### src/common/rx_afc_pkg.sv
// Purpose: Shared constants for the receive correction and timeout bank.
// Assumes: APB with 32-bit data, one register per aligned word.
// Notes: Offsets below are register indices; byte address is index * 4.
//
// What this block does
// - Writing one to control bit 4 launches a gain control sequence.
// - Control bit 1 set clears correction in receive mode; reads zero.
// - Auto-clear bit 0 clears correction at each auto phase start.
// - Correction: 16-bit two's complement, high 0x1b, low 0x1c, writable.
// - Measured frequency error is 16-bit two's complement at 0x1d and 0x1e.
// - Config bit 7 enables detector; gain phase settings override it.
// - Bits 6-5 pick one, two or three preamble bytes; default field 0x02.
// - Bits 4-0 set chip errors tolerated over preamble, four chips per bit.
// - No signal-level event within value*16 bit periods: timeout; 0 off.
// - No preamble event within value*16 bit periods: timeout; 0 off.
// - No sync match within value*16 bit periods: timeout; 0 off.
package rx_afc_pkg;
  localparam int ADDR_W = 8;
  localparam int DATA_W = 32;
  localparam int IDX_W = 6;
  localparam int IDX_LSB = 2;
  localparam int TMO_W = 12;
  localparam int TMO_SHIFT = 4;

  localparam logic [IDX_W-1:0] IDX_RES_A = 6'h17;
  localparam logic [IDX_W-1:0] IDX_RES_B = 6'h18;
  localparam logic [IDX_W-1:0] IDX_RES_C = 6'h19;
  localparam logic [IDX_W-1:0] IDX_CORR_CTRL = 6'h1a;
  localparam logic [IDX_W-1:0] IDX_CORR_HIGH = 6'h1b;
  localparam logic [IDX_W-1:0] IDX_CORR_LOW = 6'h1c;
  localparam logic [IDX_W-1:0] IDX_ERR_HIGH = 6'h1d;
  localparam logic [IDX_W-1:0] IDX_ERR_LOW = 6'h1e;
  localparam logic [IDX_W-1:0] IDX_PRE_CFG = 6'h1f;
  localparam logic [IDX_W-1:0] IDX_TMO_LEVEL = 6'h20;
  localparam logic [IDX_W-1:0] IDX_TMO_PRE = 6'h21;
  localparam logic [IDX_W-1:0] IDX_TMO_SYNC = 6'h22;

  localparam logic [7:0] RES_A_RESET = 8'h47;
  localparam logic [7:0] RES_B_RESET = 8'h32;
  localparam logic [7:0] RES_C_RESET = 8'h3e;
  localparam logic [7:0] PRE_CFG_RESET = 8'h40;
  localparam logic [7:0] ZERO_BYTE = 8'h00;

  localparam int CTRL_GAIN_BIT = 4;
  localparam int CTRL_RSVD_BIT = 3;
  localparam int CTRL_CLEAR_BIT = 1;
  localparam int CTRL_AUTO_BIT = 0;
  localparam int PRE_EN_BIT = 7;
  localparam int PRE_LEN_HI = 6;
  localparam int PRE_LEN_LO = 5;
  localparam int PRE_TOL_HI = 4;
  localparam int PRE_TOL_LO = 0;
endpackage : rx_afc_pkg

### src/common/rx_timeout_if.sv
// Purpose: Carries one receive timeout channel between bank and counter.
// Assumes: All signals on the register clock.
// Notes: None.
`timescale 1ns/10ps
interface rx_timeout_if;
  logic rx_entry;
  logic bit_tick;
  logic awaited_event;
  logic [7:0] limit;
  logic expired;
  modport ctrl (output rx_entry, bit_tick, awaited_event, limit,
                input expired);
  modport cnt (input rx_entry, bit_tick, awaited_event, limit,
               output expired);
endinterface : rx_timeout_if

### src/verilog/freq_correction_unit.sv
// Purpose: Holds the applied frequency correction value.
// Assumes: Controls arrive as one-cycle pulses on the register clock.
// Notes: Host writes win over clears, clears over algorithm updates.
`timescale 1ns/10ps
module freq_correction_unit (
  // Clock and reset
  input wire logic ref_clk_in,
  input wire logic rst_in,
  // Host access
  input wire logic wr_high_in,
  input wire logic wr_low_in,
  input wire logic [7:0] wdata_in,
  input wire logic clear_req_in,
  // Receiver side
  input wire logic rx_mode_in,
  input wire logic auto_en_in,
  input wire logic auto_clear_en_in,
  input wire logic phase_start_in,
  input wire logic update_in,
  input wire logic [15:0] update_value_in,
  // Result
  output logic [15:0] value_out
);
  import rx_afc_pkg::*;

  logic [15:0] value_reg, value_next;
  assign value_out = value_reg;

  always_comb begin
    value_next = value_reg;
    if (update_in) begin
      value_next = update_value_in;
    end
    if (auto_en_in && auto_clear_en_in && phase_start_in) begin
      value_next = '0;
    end
    if (clear_req_in && rx_mode_in) begin
      value_next = '0;
    end
    if (wr_high_in) begin
      value_next[15:8] = wdata_in;
    end
    if (wr_low_in) begin
      value_next[7:0] = wdata_in;
    end
  end

  always_ff @(posedge ref_clk_in or posedge rst_in) begin
    if (rst_in) begin
      value_reg <= '0;
    end else begin
      value_reg <= value_next;
    end
  end
endmodule : freq_correction_unit

### src/verilog/rx_afc_preamble_timeout_regs.sv
// Purpose: Register bank for correction, preamble detect and rx timeouts.
// Assumes: Receiver events and bit ticks come from logic on ref_clk_in.
// Notes: APB slave answers with pready in the first access cycle.
`timescale 1ns/10ps
module rx_afc_preamble_timeout_regs (
  // Clock and reset
  input wire logic ref_clk_in,
  input wire logic rst_in,
  // APB slave
  input wire logic psel_in,
  input wire logic penable_in,
  input wire logic pwrite_in,
  input wire logic [rx_afc_pkg::ADDR_W-1:0] paddr_in,
  input wire logic [rx_afc_pkg::DATA_W-1:0] pwdata_in,
  output logic [rx_afc_pkg::DATA_W-1:0] prdata_out,
  output logic pready_out,
  output logic pslverr_out,
  // Receiver status
  input wire logic rx_mode_in,
  input wire logic bit_tick_in,
  input wire logic signal_level_event_in,
  input wire logic preamble_event_in,
  input wire logic sync_match_event_in,
  // Gain and correction engine
  input wire logic gain_phase_in,
  input wire logic gain_preamble_en_in,
  input wire logic auto_correction_en_in,
  input wire logic correction_phase_start_in,
  input wire logic correction_update_in,
  input wire logic [15:0] correction_update_value_in,
  input wire logic freq_error_valid_in,
  input wire logic [15:0] freq_error_value_in,
  // Controls to the receiver
  output logic gain_seq_trigger_out,
  output logic [15:0] freq_correction_value_out,
  output logic preamble_detector_en_out,
  output logic [1:0] preamble_detect_length_out,
  output logic [4:0] preamble_chip_error_tolerance_out,
  output logic timeout_irq_out
);
  import rx_afc_pkg::*;

  // Bus decode.
  logic setup_phase;
  logic wr_commit;
  logic [IDX_W-1:0] index;
  logic addr_mapped;
  logic [7:0] wbyte;

  assign setup_phase = psel_in && !penable_in;
  assign wr_commit = psel_in && penable_in && pready_out && pwrite_in;
  assign index = paddr_in[IDX_LSB +: IDX_W];
  assign wbyte = pwdata_in[7:0];

  always_comb begin
    unique case (index)
      IDX_RES_A, IDX_RES_B, IDX_RES_C, IDX_CORR_CTRL, IDX_CORR_HIGH,
      IDX_CORR_LOW, IDX_ERR_HIGH, IDX_ERR_LOW, IDX_PRE_CFG,
      IDX_TMO_LEVEL, IDX_TMO_PRE, IDX_TMO_SYNC: addr_mapped = 1'b1;
      default: addr_mapped = 1'b0;
    endcase
  end

  logic wr_ok;
  logic wr_ctrl, wr_corr_hi, wr_corr_lo, wr_err_hi, wr_err_lo, wr_pre;
  logic wr_res_a, wr_res_b, wr_res_c, wr_tmo_l, wr_tmo_p, wr_tmo_s;

  assign wr_ok = wr_commit && addr_mapped;
  assign wr_res_a = wr_ok && index == IDX_RES_A;
  assign wr_res_b = wr_ok && index == IDX_RES_B;
  assign wr_res_c = wr_ok && index == IDX_RES_C;
  assign wr_ctrl = wr_ok && index == IDX_CORR_CTRL;
  assign wr_corr_hi = wr_ok && index == IDX_CORR_HIGH;
  assign wr_corr_lo = wr_ok && index == IDX_CORR_LOW;
  assign wr_err_hi = wr_ok && index == IDX_ERR_HIGH;
  assign wr_err_lo = wr_ok && index == IDX_ERR_LOW;
  assign wr_pre = wr_ok && index == IDX_PRE_CFG;
  assign wr_tmo_l = wr_ok && index == IDX_TMO_LEVEL;
  assign wr_tmo_p = wr_ok && index == IDX_TMO_PRE;
  assign wr_tmo_s = wr_ok && index == IDX_TMO_SYNC;

  // Stored registers.
  logic [7:0] res_a_reg, res_a_next;
  logic [7:0] res_b_reg, res_b_next;
  logic [7:0] res_c_reg, res_c_next;
  logic ctrl_rsvd_reg, ctrl_rsvd_next;
  logic auto_clear_reg, auto_clear_next;
  logic [15:0] err_reg, err_next;
  logic [7:0] pre_cfg_reg, pre_cfg_next;
  logic [7:0] tmo_l_reg, tmo_l_next;
  logic [7:0] tmo_p_reg, tmo_p_next;
  logic [7:0] tmo_s_reg, tmo_s_next;
  logic [15:0] corr_value;

  always_comb begin
    // Reserved bytes stay writable; software is trusted to keep them.
    res_a_next = wr_res_a ? wbyte : res_a_reg;
    res_b_next = wr_res_b ? wbyte : res_b_reg;
    res_c_next = wr_res_c ? wbyte : res_c_reg;
    ctrl_rsvd_next = wr_ctrl ? wbyte[CTRL_RSVD_BIT] : ctrl_rsvd_reg;
    auto_clear_next = wr_ctrl ? wbyte[CTRL_AUTO_BIT] : auto_clear_reg;
    err_next = err_reg;
    if (freq_error_valid_in) begin
      err_next = freq_error_value_in;
    end
    if (wr_err_hi) begin
      err_next[15:8] = wbyte;
    end
    if (wr_err_lo) begin
      err_next[7:0] = wbyte;
    end
    pre_cfg_next = wr_pre ? wbyte : pre_cfg_reg;
    tmo_l_next = wr_tmo_l ? wbyte : tmo_l_reg;
    tmo_p_next = wr_tmo_p ? wbyte : tmo_p_reg;
    tmo_s_next = wr_tmo_s ? wbyte : tmo_s_reg;
  end

  always_ff @(posedge ref_clk_in or posedge rst_in) begin
    if (rst_in) begin
      res_a_reg <= RES_A_RESET;
      res_b_reg <= RES_B_RESET;
      res_c_reg <= RES_C_RESET;
      ctrl_rsvd_reg <= 1'b0;
      auto_clear_reg <= 1'b0;
      err_reg <= '0;
      pre_cfg_reg <= PRE_CFG_RESET;
      tmo_l_reg <= ZERO_BYTE;
      tmo_p_reg <= ZERO_BYTE;
      tmo_s_reg <= ZERO_BYTE;
    end else begin
      res_a_reg <= res_a_next;
      res_b_reg <= res_b_next;
      res_c_reg <= res_c_next;
      ctrl_rsvd_reg <= ctrl_rsvd_next;
      auto_clear_reg <= auto_clear_next;
      err_reg <= err_next;
      pre_cfg_reg <= pre_cfg_next;
      tmo_l_reg <= tmo_l_next;
      tmo_p_reg <= tmo_p_next;
      tmo_s_reg <= tmo_s_next;
    end
  end

  // Correction value, with clear and auto-clear handled inside.
  freq_correction_unit u_corr (
    .ref_clk_in(ref_clk_in),
    .rst_in(rst_in),
    .wr_high_in(wr_corr_hi),
    .wr_low_in(wr_corr_lo),
    .wdata_in(wbyte),
    .clear_req_in(wr_ctrl && wbyte[CTRL_CLEAR_BIT]),
    .rx_mode_in(rx_mode_in),
    .auto_en_in(auto_correction_en_in),
    .auto_clear_en_in(auto_clear_reg),
    .phase_start_in(correction_phase_start_in),
    .update_in(correction_update_in),
    .update_value_in(correction_update_value_in),
    .value_out(corr_value)
  );

  // Receive timeouts.
  logic rx_mode_d_reg, rx_mode_d_next;
  logic rx_entry;

  assign rx_entry = rx_mode_in && !rx_mode_d_reg;

  rx_timeout_if tmo_level ();
  rx_timeout_if tmo_pre ();
  rx_timeout_if tmo_sync ();

  assign tmo_level.rx_entry = rx_entry;
  assign tmo_level.bit_tick = bit_tick_in;
  assign tmo_level.awaited_event = signal_level_event_in;
  assign tmo_level.limit = tmo_l_reg;
  assign tmo_pre.rx_entry = rx_entry;
  assign tmo_pre.bit_tick = bit_tick_in;
  assign tmo_pre.awaited_event = preamble_event_in;
  assign tmo_pre.limit = tmo_p_reg;
  assign tmo_sync.rx_entry = rx_entry;
  assign tmo_sync.bit_tick = bit_tick_in;
  assign tmo_sync.awaited_event = sync_match_event_in;
  assign tmo_sync.limit = tmo_s_reg;

  rx_timeout_counter u_tmo_level (
    .ref_clk_in(ref_clk_in),
    .rst_in(rst_in),
    .tmo(tmo_level)
  );
  rx_timeout_counter u_tmo_pre (
    .ref_clk_in(ref_clk_in),
    .rst_in(rst_in),
    .tmo(tmo_pre)
  );
  rx_timeout_counter u_tmo_sync (
    .ref_clk_in(ref_clk_in),
    .rst_in(rst_in),
    .tmo(tmo_sync)
  );

  // Read mux and registered outputs.
  logic [7:0] rbyte;
  logic [DATA_W-1:0] prdata_next;
  logic pready_next, pslverr_next;
  logic gain_next, pre_en_next, irq_next;
  logic [1:0] pre_len_next;
  logic [4:0] pre_tol_next;
  logic [15:0] corr_out_next;

  always_comb begin
    rbyte = ZERO_BYTE;
    unique case (index)
      IDX_RES_A: rbyte = res_a_reg;
      IDX_RES_B: rbyte = res_b_reg;
      IDX_RES_C: rbyte = res_c_reg;
      IDX_CORR_CTRL: begin
        // Trigger bits are pulses and always read back as zero.
        rbyte[CTRL_RSVD_BIT] = ctrl_rsvd_reg;
        rbyte[CTRL_AUTO_BIT] = auto_clear_reg;
      end
      IDX_CORR_HIGH: rbyte = corr_value[15:8];
      IDX_CORR_LOW: rbyte = corr_value[7:0];
      IDX_ERR_HIGH: rbyte = err_reg[15:8];
      IDX_ERR_LOW: rbyte = err_reg[7:0];
      IDX_PRE_CFG: rbyte = pre_cfg_reg;
      IDX_TMO_LEVEL: rbyte = tmo_l_reg;
      IDX_TMO_PRE: rbyte = tmo_p_reg;
      IDX_TMO_SYNC: rbyte = tmo_s_reg;
      default: rbyte = ZERO_BYTE;
    endcase
  end

  always_comb begin
    rx_mode_d_next = rx_mode_in;
    pready_next = setup_phase;
    prdata_next = prdata_out;
    pslverr_next = 1'b0;
    if (setup_phase) begin
      prdata_next = {{(DATA_W-8){1'b0}}, rbyte};
      pslverr_next = !addr_mapped;
    end
    gain_next = wr_ctrl && wbyte[CTRL_GAIN_BIT];
    // The gain phase owns the detector enable until it finishes.
    pre_en_next = gain_phase_in ? gain_preamble_en_in
                                : pre_cfg_reg[PRE_EN_BIT];
    pre_len_next = pre_cfg_reg[PRE_LEN_HI:PRE_LEN_LO];
    pre_tol_next = pre_cfg_reg[PRE_TOL_HI:PRE_TOL_LO];
    corr_out_next = corr_value;
    irq_next = tmo_level.expired || tmo_pre.expired || tmo_sync.expired;
  end

  always_ff @(posedge ref_clk_in or posedge rst_in) begin
    if (rst_in) begin
      rx_mode_d_reg <= 1'b0;
      prdata_out <= '0;
      pready_out <= 1'b0;
      pslverr_out <= 1'b0;
      gain_seq_trigger_out <= 1'b0;
      preamble_detector_en_out <= 1'b0;
      preamble_detect_length_out <= '0;
      preamble_chip_error_tolerance_out <= '0;
      freq_correction_value_out <= '0;
      timeout_irq_out <= 1'b0;
    end else begin
      rx_mode_d_reg <= rx_mode_d_next;
      prdata_out <= prdata_next;
      pready_out <= pready_next;
      pslverr_out <= pslverr_next;
      gain_seq_trigger_out <= gain_next;
      preamble_detector_en_out <= pre_en_next;
      preamble_detect_length_out <= pre_len_next;
      preamble_chip_error_tolerance_out <= pre_tol_next;
      freq_correction_value_out <= corr_out_next;
      timeout_irq_out <= irq_next;
    end
  end
endmodule : rx_afc_preamble_timeout_regs

### src/verilog/rx_timeout_counter.sv
// Purpose: One receive timeout, counted in bit periods.
// Assumes: bit_tick pulses once per bit period.
// Notes: expired is a one-cycle pulse.
`timescale 1ns/10ps
module rx_timeout_counter (
  // Clock and reset
  input wire logic ref_clk_in,
  input wire logic rst_in,
  // Channel
  rx_timeout_if.cnt tmo
);
  import rx_afc_pkg::*;

  logic run_reg, run_next;
  logic [TMO_W-1:0] count_reg, count_next;
  logic expired_reg, expired_next;
  logic [TMO_W-1:0] target;

  assign target = {tmo.limit, {TMO_SHIFT{1'b0}}};
  assign tmo.expired = expired_reg;

  always_comb begin
    run_next = run_reg;
    count_next = count_reg;
    expired_next = 1'b0;
    if (tmo.rx_entry) begin
      run_next = 1'b1;
      count_next = '0;
    end else if (tmo.awaited_event) begin
      run_next = 1'b0;
    end else if (run_reg && tmo.bit_tick && tmo.limit != ZERO_BYTE) begin
      count_next = count_reg + 1'b1;
      if (count_next == target) begin
        expired_next = 1'b1;
        run_next = 1'b0;
      end
    end
  end

  always_ff @(posedge ref_clk_in or posedge rst_in) begin
    if (rst_in) begin
      run_reg <= 1'b0;
      count_reg <= '0;
      expired_reg <= 1'b0;
    end else begin
      run_reg <= run_next;
      count_reg <= count_next;
      expired_reg <= expired_next;
    end
  end
endmodule : rx_timeout_counter
### config.mk
export PLATFORM = sky130hd
export DESIGN_NAME = rx_afc_preamble_timeout_regs
export DESIGN_NICKNAME = d
export VERILOG_FILES = /design/src/common/rx_afc_pkg.sv /design/src/common/rx_timeout_if.sv /design/src/verilog/freq_correction_unit.sv /design/src/verilog/rx_afc_preamble_timeout_regs.sv /design/src/verilog/rx_timeout_counter.sv
export SDC_FILE = /design/constraint.sdc
export NUM_CORES = 1
export LEC_CHECK = 0
export ABC_AREA = 1
export BUFFER_PORTS_ARGS = -buffer_cell sky130_fd_sc_hd__buf_4
export CORE_ASPECT_RATIO = 0.8
export CORE_UTILIZATION = 35
export CTS_BUF_LIST = sky130_fd_sc_hd__clkbuf_16
export DETAILED_ROUTE_END_ITERATION = 6
export GPL_ROUTABILITY_DRIVEN = 0
export PLACE_DENSITY = 0.65
export SLEW_MARGIN = 20
export SYNTH_ARGS = -nofsm -noshare
export SYNTH_HDL_FRONTEND = slang
export SYNTH_SLANG_ARGS = --single-unit
### constraint.sdc
create_clock -name ref_clk_in -period 5.1 [get_ports ref_clk_in]
set_input_delay 0.51 -clock ref_clk_in [delete_from_list [all_inputs] [get_ports ref_clk_in]]
set_output_delay 0.51 -clock ref_clk_in [all_outputs]
set_load 0.005 [all_outputs]
# Word level (Yosys, flattened, before mapping)
# Index checks and enable logic that the tools add are counted.
[totals]
regBits = 169
wordCells = 158
input_bits = 88
output_inout_bits = 60
[op_classes]
addsub = 3
n_eq_ne = 18
mux = 48
n_reduce_logical = 57
[op_table]
columns = ["cell", "count"]
rows = [
  ["12-bit two-way mux", 9],
  ["16-bit two-way mux", 4],
  ["6-bit by 5-bit == test with 1-bit output, second input constant", 9],
  ["4-bit case mux with 11 select lines", 1],
  ["12-bit by 1-bit adder with 12-bit output, second input constant", 3],
  ["12-bit == test", 3],
  ["8-bit two-way mux", 4],
  ["1-bit logical AND", 29],
  ["1-bit two-way mux", 27],
  ["1-bit case mux with 12 select lines", 2],
  ["8-bit nonzero test", 3],
  ["2-bit case mux with 11 select lines", 1],
  ["6-bit == test, second input constant", 3],
  ["3-bit nonzero test", 6],
  ["2-bit AND reduction", 6],
  ["12-bit OR reduction", 1],
  ["2-bit nonzero test", 5],
  ["4-bit nonzero test", 2],
  ["2-bit by 1-bit != test with 1-bit output, second input constant", 3],
  ["1-bit zero test", 3],
  ["1-bit logical OR", 2],
]

# Longest topological paths before layout
# Gate-level depths: netlist of run 1.
[depth]
word_depth = 9
ltp_mapped = 13
mapped_depth_nobuf = 13

# Hierarchy
# Synthesis of run 1 repeated with hierarchy kept, for this count alone.
[unflattened]
cells_unflattened = 1333
area_unflattened_um2 = 9586.7
[by_module_without_submodules]
columns = ["mod", "area_each_um2", "n_inst", "cells_each", "seq_area_each_um2"]
rows = [
  ["rx_afc_preamble_timeout_regs", 5521.5, 1, 715, 2793.9],
  ["rx_timeout_counter", 1021.0, 3, 158, 350.3],
  ["freq_correction_unit", 1002.2, 1, 144, 400.4],
]

# Worst setup path after synthesis of run 1
# Ideal clock, no wire load.
[synth_timing]
path_type = "flip-flop to flip-flop"
from = "register u_tmo_pre.count_reg[0]"
to = "register u_tmo_pre.run_reg"
arrival_ns = 1.607
setup_time_ns = 0.130
slack_ns = 3.363
n_path_buf = 0
path_stages_with_launch = 13
period_less_slack_ns = 1.737
t_required_ns = 4.970
cell_sequence = "dfrtp_1 ha_1 nand2_1 nor2_1 nand3_1 nand2_1 nand2_1 nand2_1 nand2_1 nor2_1 nand2_1 o21bai_1 nand2_1"
[synth_via]
elab_chain_cells = 4
[synth_lines]
columns = ["item", "line", "source"]
rows = [
  ["from (decl)", "rx_timeout_counter.sv:15", "logic [TMO_W-1:0] count_reg, count_next;"],
  ["from (signal assigned)", "rx_timeout_counter.sv:47", "count_reg <= count_next;"],
  ["12-bit by 1-bit adder with 12-bit output", "rx_timeout_counter.sv:32", "count_next = count_reg + 1'b1;"],
  ["12-bit == test", "rx_timeout_counter.sv:33", "if (count_next == target) begin"],
  ["3-bit nonzero test (no line)", "n/a", ""],
  ["2-bit AND reduction (no line)", "n/a", ""],
  ["to (signal assigned)", "rx_timeout_counter.sv:46", "run_reg <= run_next;"],
  ["to (decl)", "rx_timeout_counter.sv:14", "logic run_reg, run_next;"],
]
# Every way passes these cells.
# A chain may end at the register's enable or synchronous reset.

# Worst setup path after layout of run 1
[layout_timing]
from = "register rx_mode_d_reg"
to = "register u_tmo_level.count_reg[7]"
[layout_via]
elab_chain_cells = 4
word_cells_on_any_way = 6
classes_between = "eq/ne: 1; mux: 1; reduce/logical: 4"
[layout_lines]
columns = ["item", "line", "source"]
rows = [
  ["from (decl)", "rx_afc_preamble_timeout_regs.sv:162", "logic rx_mode_d_reg, rx_mode_d_next;"],
  ["from (signal assigned)", "rx_afc_preamble_timeout_regs.sv:264", "rx_mode_d_reg <= rx_mode_d_next;"],
  ["1-bit zero test *", "rx_afc_preamble_timeout_regs.sv:165", "assign rx_entry = rx_mode_in && !rx_mode_d_reg;"],
  ["1-bit logical AND *", "rx_afc_preamble_timeout_regs.sv:165", ""],
  ["2-bit by 1-bit != test with 1-bit output (no line) / 2-bit nonzero test (equally long branches)", "n/a", ""],
  ["2-bit AND reduction (no line)", "n/a", ""],
  ["to (signal assigned)", "rx_timeout_counter.sv:47", ""],
  ["to (decl)", "rx_timeout_counter.sv:15", ""],
]
# Every way passes the cells marked *; elsewhere a longest branch is shown, timed or not.

==> results of run 1 <==
[per-layer routing]
metal / track usage, % / vias to the layer above
met5: 0 / -
met4: 5.625 / 0
met3: 3.745 / 26
met2: 29.38 / 317
met1: 30.53 / 4105
li1: - / 4251
[final cells by class]
| type | instances | area, um^2 |
|---|---|---|
| clock buffers | 17 | 425.4 |
| clock inverters | 14 | 210.2 |
| fillers | 2693 | 14770 |
| inverters | 133 | 509.2 |
| multi-input cells | 940 | 4289 |
| flip-flops and latches | 169 | 4245 |
| well taps | 351 | 439.2 |
| repair buffers | 100 | 750.7 |
[Yosys cell counts, drive strengths merged, types with 8 or more instances]
| cell | number |
|---|---|
| nand2 | 486 |
| dfrtp | 156 |
| nand3 | 131 |
| inv | 125 |
| nor2 | 100 |
| o21ai | 98 |
| buf | 42 |
| nand4 | 42 |
| o22ai | 16 |
| dfstp | 13 |
| a21oi | 11 |
| clkbuf | 9 |
| clkinv | 8 |
[worst min-delay path by stage]
stage	from	end	slack, ns	cells past startpoint
6_report	rx_mode_in	rx_mode_d_reg$_DFF_PP0_	0.21	1
5_1_grt	rx_mode_in	rx_mode_d_reg$_DFF_PP0_	0.20	1
4_1_cts	rx_mode_in	rx_mode_d_reg$_DFF_PP0_	0.21	1
3_5_place_dp	u_corr.value_out[8]$_DFFE_PP0P_	freq_correction_value_out[8]$_DFF_PP0_	0.39	0
3_3_place_gp	u_corr.value_out[8]$_DFFE_PP0P_	freq_correction_value_out[8]$_DFF_PP0_	0.39	0
2_1_floorplan	pre_cfg_reg[5]$_DFFE_PP0P_	preamble_detect_length_out[0]$_DFF_PP0_	0.37	0
[critical path, cell delays in order, from the launching register on]
cell                      delay (ns)
sky130_fd_sc_hd__dfrtp_1        0.36
sky130_fd_sc_hd__nor2_1         0.66
sky130_fd_sc_hd__inv_1          0.46
sky130_fd_sc_hd__o21ai_1        0.58
sky130_fd_sc_hd__o22ai_1        0.16
[metrics by stage]
step	area, um^2	hold slack, ns	utilization, %	power [mW]
6_report	10870	0.2107	42.40	3.064
5_1_grt	10870	0.2005	42.40	3.163
4_1_cts	10870	0.2059	42.40	3.081
3_5_place_dp	10230	0.3899	39.92	1.663
3_3_place_gp	10230	0.3854	39.92	1.661
2_1_floorplan	9359	0.3744	-	1.556
[cell families (layout without fill, tap and decap cells)]
kind of cell / Yosys count / after routing
and+or+nand+nor: 769 / 769
buffers and inverters: 184 / 264
muxes: 1 / 1
AOI/OAI and AO/OA: 138 / 138
xor gates and xnor gates: 5 / 5
adders and majority gates: 3 / 3
DFF: 169 / 169
other: 1 / 24
[power breakdown]
part	leakage, nW	internal (mW)	switching (mW)
clock network	0.305	0.833	0.592
logic	2.88	0.0839	0.143
registers	2.19	1.38	0.0292
total	5.38	2.30	0.764
==> impl_metrics.toml, run 1 <==
[route]
vias_per_cell = 5.046
route.met3.wl_mm = 1.871
routed-via-count = 8699
postRouteWirelength_mm = 26.77
wl_met1_mm = 12.82
wire_per_inst_um = 15.53
routed-wl-met2_mm = 11.64
drt-pass1-iter-count = 5
top_layer_used = "met4"
route.detailed.drc = 0
ant_nets = 0
drt_iter0_drc = 910

[sta]
slew_violations = 0
finalCriticalPeriod_ns = 2.400
final.period_utilization_pct = 47.07
hold_viol = 0
timing.final.setup_violations = 0
slew_headroom_pct = 38.05
rsz0062_at_grt = "no"
fin_setup_tns_ns = 0
worst_clock_skew_ns = 0.01658
worst_slack_ns = 2.700
clock.fmax_ghz = 0.4166
timing_worst_slew_pin_value_ns = 0.9266

[worst_setup_path]
timing.critical_path.from = "rx_mode_d_reg$_DFF_PP0_"
category_of_the_worst_setup_path_capture_point = "flop"
worst-endpoint-required_ns = 5.36
destination_of_the_worst_register_to_register_timing_path = "u_tmo_level.count_reg[7]$_DFFE_PP0P_"
startpoint_type = "flop"
timing.rr.start = "rx_mode_d_reg$_DFF_PP0_"
endpoint = "u_tmo_level.count_reg[7]$_DFFE_PP0P_"
worstRegToRegCells = 4
r2r_setup_slack_ns = 2.70
cp_max_fo = 12
path_class = "flop to flop"
arrival_ns = 2.66

[yosys]
synth-edff-count = 0
synth_largest_type_area_fraction_pct = 42.10
total_standard_cell_area_after_synthesis_mm2 = 0.009273
synth_simple_gate_area_share_pct = 36.03
yosysUniqueCellTypes = 42
synth_compound_gate_area_share_pct = 8.096
synth_mux_area_share_pct = 0.1214
synthAdderAreaFrac_pct = 0.4048
synth_top_family_by_area = "simple AND/OR/NAND/NOR gates"
synth_async_sr_flop_share_pct = 100.0
syn-instance-count = 1270
synth_flop_cell = "sky130_fd_sc_hd__dfrtp_1"
yosys_warnings = 0
postSynthAreaPerCell_um2 = 7.301
synth.largest_area_cell = "sky130_fd_sc_hd__dfrtp_1"
synth_xor_xnor_area_share_pct = 0.6342
netlist_top_cells_area = "sky130_fd_sc_hd__dfrtp_1 (42%), sky130_fd_sc_hd__nand2_1 (19%), sky130_fd_sc_hd__nand3_1 (6.8%)"
synth.yosys.seq_area_share_pct = 45.78
ys_ff_latch = 169

[global_route]
number_of_antenna_violations_at_the_first_check_in_global_routing = 0
gr-usage-all-layers_pct = 20.26
grt_max_degree = 86
grt_pass1_vias = 7813
grt_pass1_wl_mm = 42.57
grt_overflow_total = 0

[finish]
insertedDiodeCount = 0
final_common_cell = "sky130_fd_sc_hd__nand2_1"
finish.net_count = 1452
most-common-layout-cells = "sky130_fd_sc_hd__nand2_1 (475), sky130_fd_sc_hd__dfrtp_1 (156), sky130_fd_sc_hd__nand3_1 (126)"
area.growth.synth_to_final_pct = 17.22
fin_cells = 1724
final_layout_size_suffix_gt1_share_pct = 13.18

[clock_network]
cts_num_sinks = 169
tritoncts = "yes"
number_of_buffers_on_the_longest_clock_path = 2
cts_inserted_buffers = 17
post_cts_resized = 0
clkSlewWorstSetupHoldPaths_ns = 0.07
cts-hold-fix-buffers = 0
cts_setup_buffers = 0
cts.root.buffer_cell = "sky130_fd_sc_hd__clkbuf_16"
worst_skew_pair.late_latency_ns = 0.44
htreeDepth = 4

[pwr]
power.ir.vdd_worst_mv = 0.2258
power.static_leakage_nw = 5.378
power.density_cell_area_mw_per_mm2 = 281.9

[die]
coreArea_mm2 = 0.02563
top_level_ports = 148
die_y_um = 147.6
fp.dieArea_mm2 = 0.02715
die_w_um = 184.0
initial_utilization_pct = 36.17
core.rowCount = 52

[run]
drv.max_cap_violation_count = 0

[placement]
hpwl_mm = 19.82
placement.setup.worst_slack_ns = 2.307
buffer_ports.inserted = 97
dp.cells = 1693

[run_status]
outcome = "finished clean"

[min_path]
worstHoldPathType = "input pin to flop"
Power figures use the tool's default switching activity.
==> inputs of run 2 (changes only) <==
--- a/config.mk
+++ b/config.mk
@@ -5,7 +5,7 @@
 export SDC_FILE = /design/constraint.sdc
 export NUM_CORES = 1
 export LEC_CHECK = 0
-export ABC_AREA = 1
+export ABC_AREA = 0
 export BUFFER_PORTS_ARGS = -buffer_cell sky130_fd_sc_hd__buf_4
 export CORE_ASPECT_RATIO = 0.8
 export CORE_UTILIZATION = 35
==> constraint.sdc (replaced) <==
create_clock -name ref_clk_in -period 2.2 [get_ports ref_clk_in]
set_input_delay 0.22 -clock ref_clk_in [delete_from_list [all_inputs] [get_ports ref_clk_in]]
set_output_delay 0.22 -clock ref_clk_in [all_outputs]
set_load 0.005 [all_outputs]
==> run 2 against run 1 <==
  * Sequential share of layout area grew 0.13 points
  * Wire length down 15%
  * Largest cell class unchanged
  * Critical endpoint is now u_tmo_pre.tmo.expired$_DFF_PP0_
  * Die area down 4.1%
  * Combinational power grew to 2.8 times the previous value
  * Maximum frequency up 17%
  * Hold slack got worse by 0.18 ns
==> impl_metrics.toml, run 2 <==
[run_status]
outcome = "finished clean"

[finish]
final_common_cell = "sky130_fd_sc_hd__dfrtp_1"
area.growth.synth_to_final_pct = 21.92
design_area_mm2 = 0.01083
final.fill_count = 2316
finish.net_count = 1056
most-common-layout-cells = "sky130_fd_sc_hd__dfrtp_1 (156), sky130_fd_sc_hd__buf_4 (144), sky130_fd_sc_hd__nor2_1 (73)"
insertedDiodeCount = 0
final_layout_size_suffix_gt1_share_pct = 29.24
layout.area.seq_mm2 = 0.004245
multiInputGateArea_mm2 = 0.004324

[sta]
slew_violations = 0
clock.fmax_ghz = 0.4893
worst_clock_skew_ns = 0.01185
timing.final.setup_violations = 0
worst_hold_slack_ns = 0.02600
timing_worst_slew_pin_value_ns = 0.5632
final.period_utilization_pct = 92.90
finalCriticalPeriod_ns = 2.044
hold_viol = 0
slew_headroom_pct = 61.48

[yosys]
synthMostInstantiatedCell = "sky130_fd_sc_hd__dfrtp_1"
netlist_top_cells_area = "sky130_fd_sc_hd__dfrtp_1 (44%), sky130_fd_sc_hd__mux2_2 (7.4%), sky130_fd_sc_hd__mux2i_1 (5.7%)"
synth_flop_cell = "sky130_fd_sc_hd__dfrtp_1"
netlist_top_cells_count = "sky130_fd_sc_hd__dfrtp_1 (156), sky130_fd_sc_hd__nor2_1 (73), sky130_fd_sc_hd__nand2_1 (72), sky130_fd_sc_hd__mux2_2 (58), sky130_fd_sc_hd__mux2i_1 (51)"
yosys_warnings = 0
synth.largest_area_cell = "sky130_fd_sc_hd__dfrtp_1"
yosysUniqueCellTypes = 69
postSynthAreaPerCell_um2 = 10.52
synth_async_sr_flop_share_pct = 100.0
synth-edff-count = 0
syn-instance-count = 845
synth_largest_type_area_fraction_pct = 43.93
synth.yosys.seq_area_share_pct = 47.78
total_standard_cell_area_after_synthesis_mm2 = 0.008886
ys_ff_latch = 169

[route]
drt_iter0_drc = 637
route.detailed.drc = 0
ant_nets = 0
postRouteWirelength_mm = 22.65
routed-via-count = 6733
drt-pass1-iter-count = 5
vias_per_cell = 5.195
wire_per_inst_um = 17.48

[die]
initial_utilization_pct = 36.08
fp.dieArea_mm2 = 0.02603
coreArea_mm2 = 0.02463
core.rowCount = 51
die_w_um = 180.1
top_level_ports = 148
die_y_um = 144.5

[pwr]
power.ir.vdd_worst_mv = 0.4959
power.density_cell_area_mw_per_mm2 = 649.7
power.static_leakage_nw = 4.925

[min_path]
worstHoldPathType = "input pin to flop"
hold_path_origin = "gain_preamble_en_in"

[worst_setup_path]
path_class = "flop to flop"
cp_max_fo = 6
startpoint_type = "flop"
slowest_delay_ns = 0.45
timing.rr.start = "u_tmo_pre.count_reg[1]$_DFFE_PP0P_"
timing.critical_path.cells = "ha_4 -> nand3_1 -> xnor2_1 -> o21ai_0 -> or3_1 -> nor4_2 -> nor2b_1"
worst-endpoint-required_ns = 2.56
category_of_the_worst_setup_path_capture_point = "flop"
arrival_ns = 2.41
timing.critical_path.from = "u_tmo_pre.count_reg[1]$_DFFE_PP0P_"
worst_path_max_delay_cell = "sky130_fd_sc_hd__dfrtp_1"

[clock_network]
number_of_buffers_on_the_longest_clock_path = 2
worst_skew_pair.late_latency_ns = 0.43
htreeDepth = 4
cts.root.buffer_cell = "sky130_fd_sc_hd__clkbuf_16"
cts_inserted_buffers = 17
tritoncts = "yes"
clkSlewWorstSetupHoldPaths_ns = 0.07
cts_num_sinks = 169

[global_route]
grt_pass1_vias = 6468
met2_use_gr_pct = 27.24
met3_usage_pct = 3.576
gr-usage-all-layers_pct = 18.20
groute.layer.met1.usage_pct = 26.65
busiest_layer = "met2"
grt_pass1_wl_mm = 36.51
grt_overflow_total = 0
number_of_antenna_violations_at_the_first_check_in_global_routing = 0
grt_max_degree = 70

[run]
drv.max_cap_violation_count = 0

[placement]
buffer_ports.inserted = 97
hpwl_mm = 16.46
placed_cell_area_mm2 = 0.01011
[run 2: changes by cell type after synthesis, moves of 51 or more]
cell / delta
sky130_fd_sc_hd__inv_1: -108
sky130_fd_sc_hd__mux2_2: +57
sky130_fd_sc_hd__mux2i_1: +51
sky130_fd_sc_hd__nand2_1: -403
sky130_fd_sc_hd__nand3_1: -107
sky130_fd_sc_hd__o21ai_1: -53
[run 2: logic make-up (layout without fill, tap and decap cells)]
group,after synthesis,count (layout),share of synthesized area (%)
AOI/OAI and AO/OA,129,129,9.124
DFF,169,169,47.78
buffers and inverters,84,194,5.224
muxes,119,119,15.38
other,1,24,0.04220
and+or+nand+nor,280,280,16.12
adders and majority gates,3,3,0.4225
xor gates and xnor gates,60,60,5.914
[run 2: power breakdown]
group | switching, mW | internal, mW | total (mW)
sequential | 0.0907 | 3.23 | 3.32
clock | 1.37 | 1.72 | 3.09
combinational | 0.337 | 0.294 | 0.630
[run 2: worst paths after layout]
check	to	slack, ns	depth (start not counted)
min in group asynchronous	freq_correction_value_out[4]$_DFF_PP0_	0.28	3
worst min register to register	preamble_detect_length_out[0]$_DFF_PP0_	0.40	0
worst min-delay path	preamble_detector_en_out$_DFF_PP0_	0.03	2
max in group asynchronous	res_c_reg[2]$_DFFE_PP1P_	1.26	4
worst max-delay path	u_tmo_pre.tmo.expired$_DFF_PP0_	0.16	7
worst max register to register	u_tmo_pre.tmo.expired$_DFF_PP0_	0.16	7
[run 2: routing by layer]
layer / wire (um) / up-vias
met5: 0 / -
met4: 289 / 0
li1: - / 3204
met3: 1324 / 19
met2: 9872 / 201
met1: 11160 / 3309
[run 2: final cells by class]
type | count | area share (%)
Inverter | 9 | 0.3465
Multi-Input combinational cell | 615 | 39.91
Clock buffer | 17 | 3.927
Sequential cell | 169 | 39.18
Tap cell | 318 | 3.672
Clock inverter | 15 | 1.686
Timing Repair Buffer | 153 | 11.27
[run 2: what timing repair did]
item                                   CTS  global route
hold buffers                             4             0
endpoints found under the hold margin    9             0
pin swaps                                0             2
buffers inserted                         0             2
resized for setup                        2             9
setup endpoints to repair                2             6
[run 2: critical path, delay by kind of cell, from the launching register on]
kind                       cells  cell delay, ns
DFF                            1            0.45
AOI/OAI and AO/OA              1            0.10
xor gates and xnor gates       1            0.21
adders and majority gates      1            0.20
and+or+nand+nor                4            1.03
[run 2: stage by stage]
step	total power [mW]	utilization [%]	instances	setup TNS, ns	setup slack, ns
final	7.039	43.99	1296	0	0.1562
after global routing	7.308	43.99	1296	-0.02847	-0.02847
after CTS	7.092	43.71	1294	0	0.04193
after detailed placement	3.998	41.05	1258	-0.01891	-0.01844
after global placement	3.988	41.05	1258	-0.1206	-0.07471
after floorplan	3.707	-	868	-25.60	-0.1641
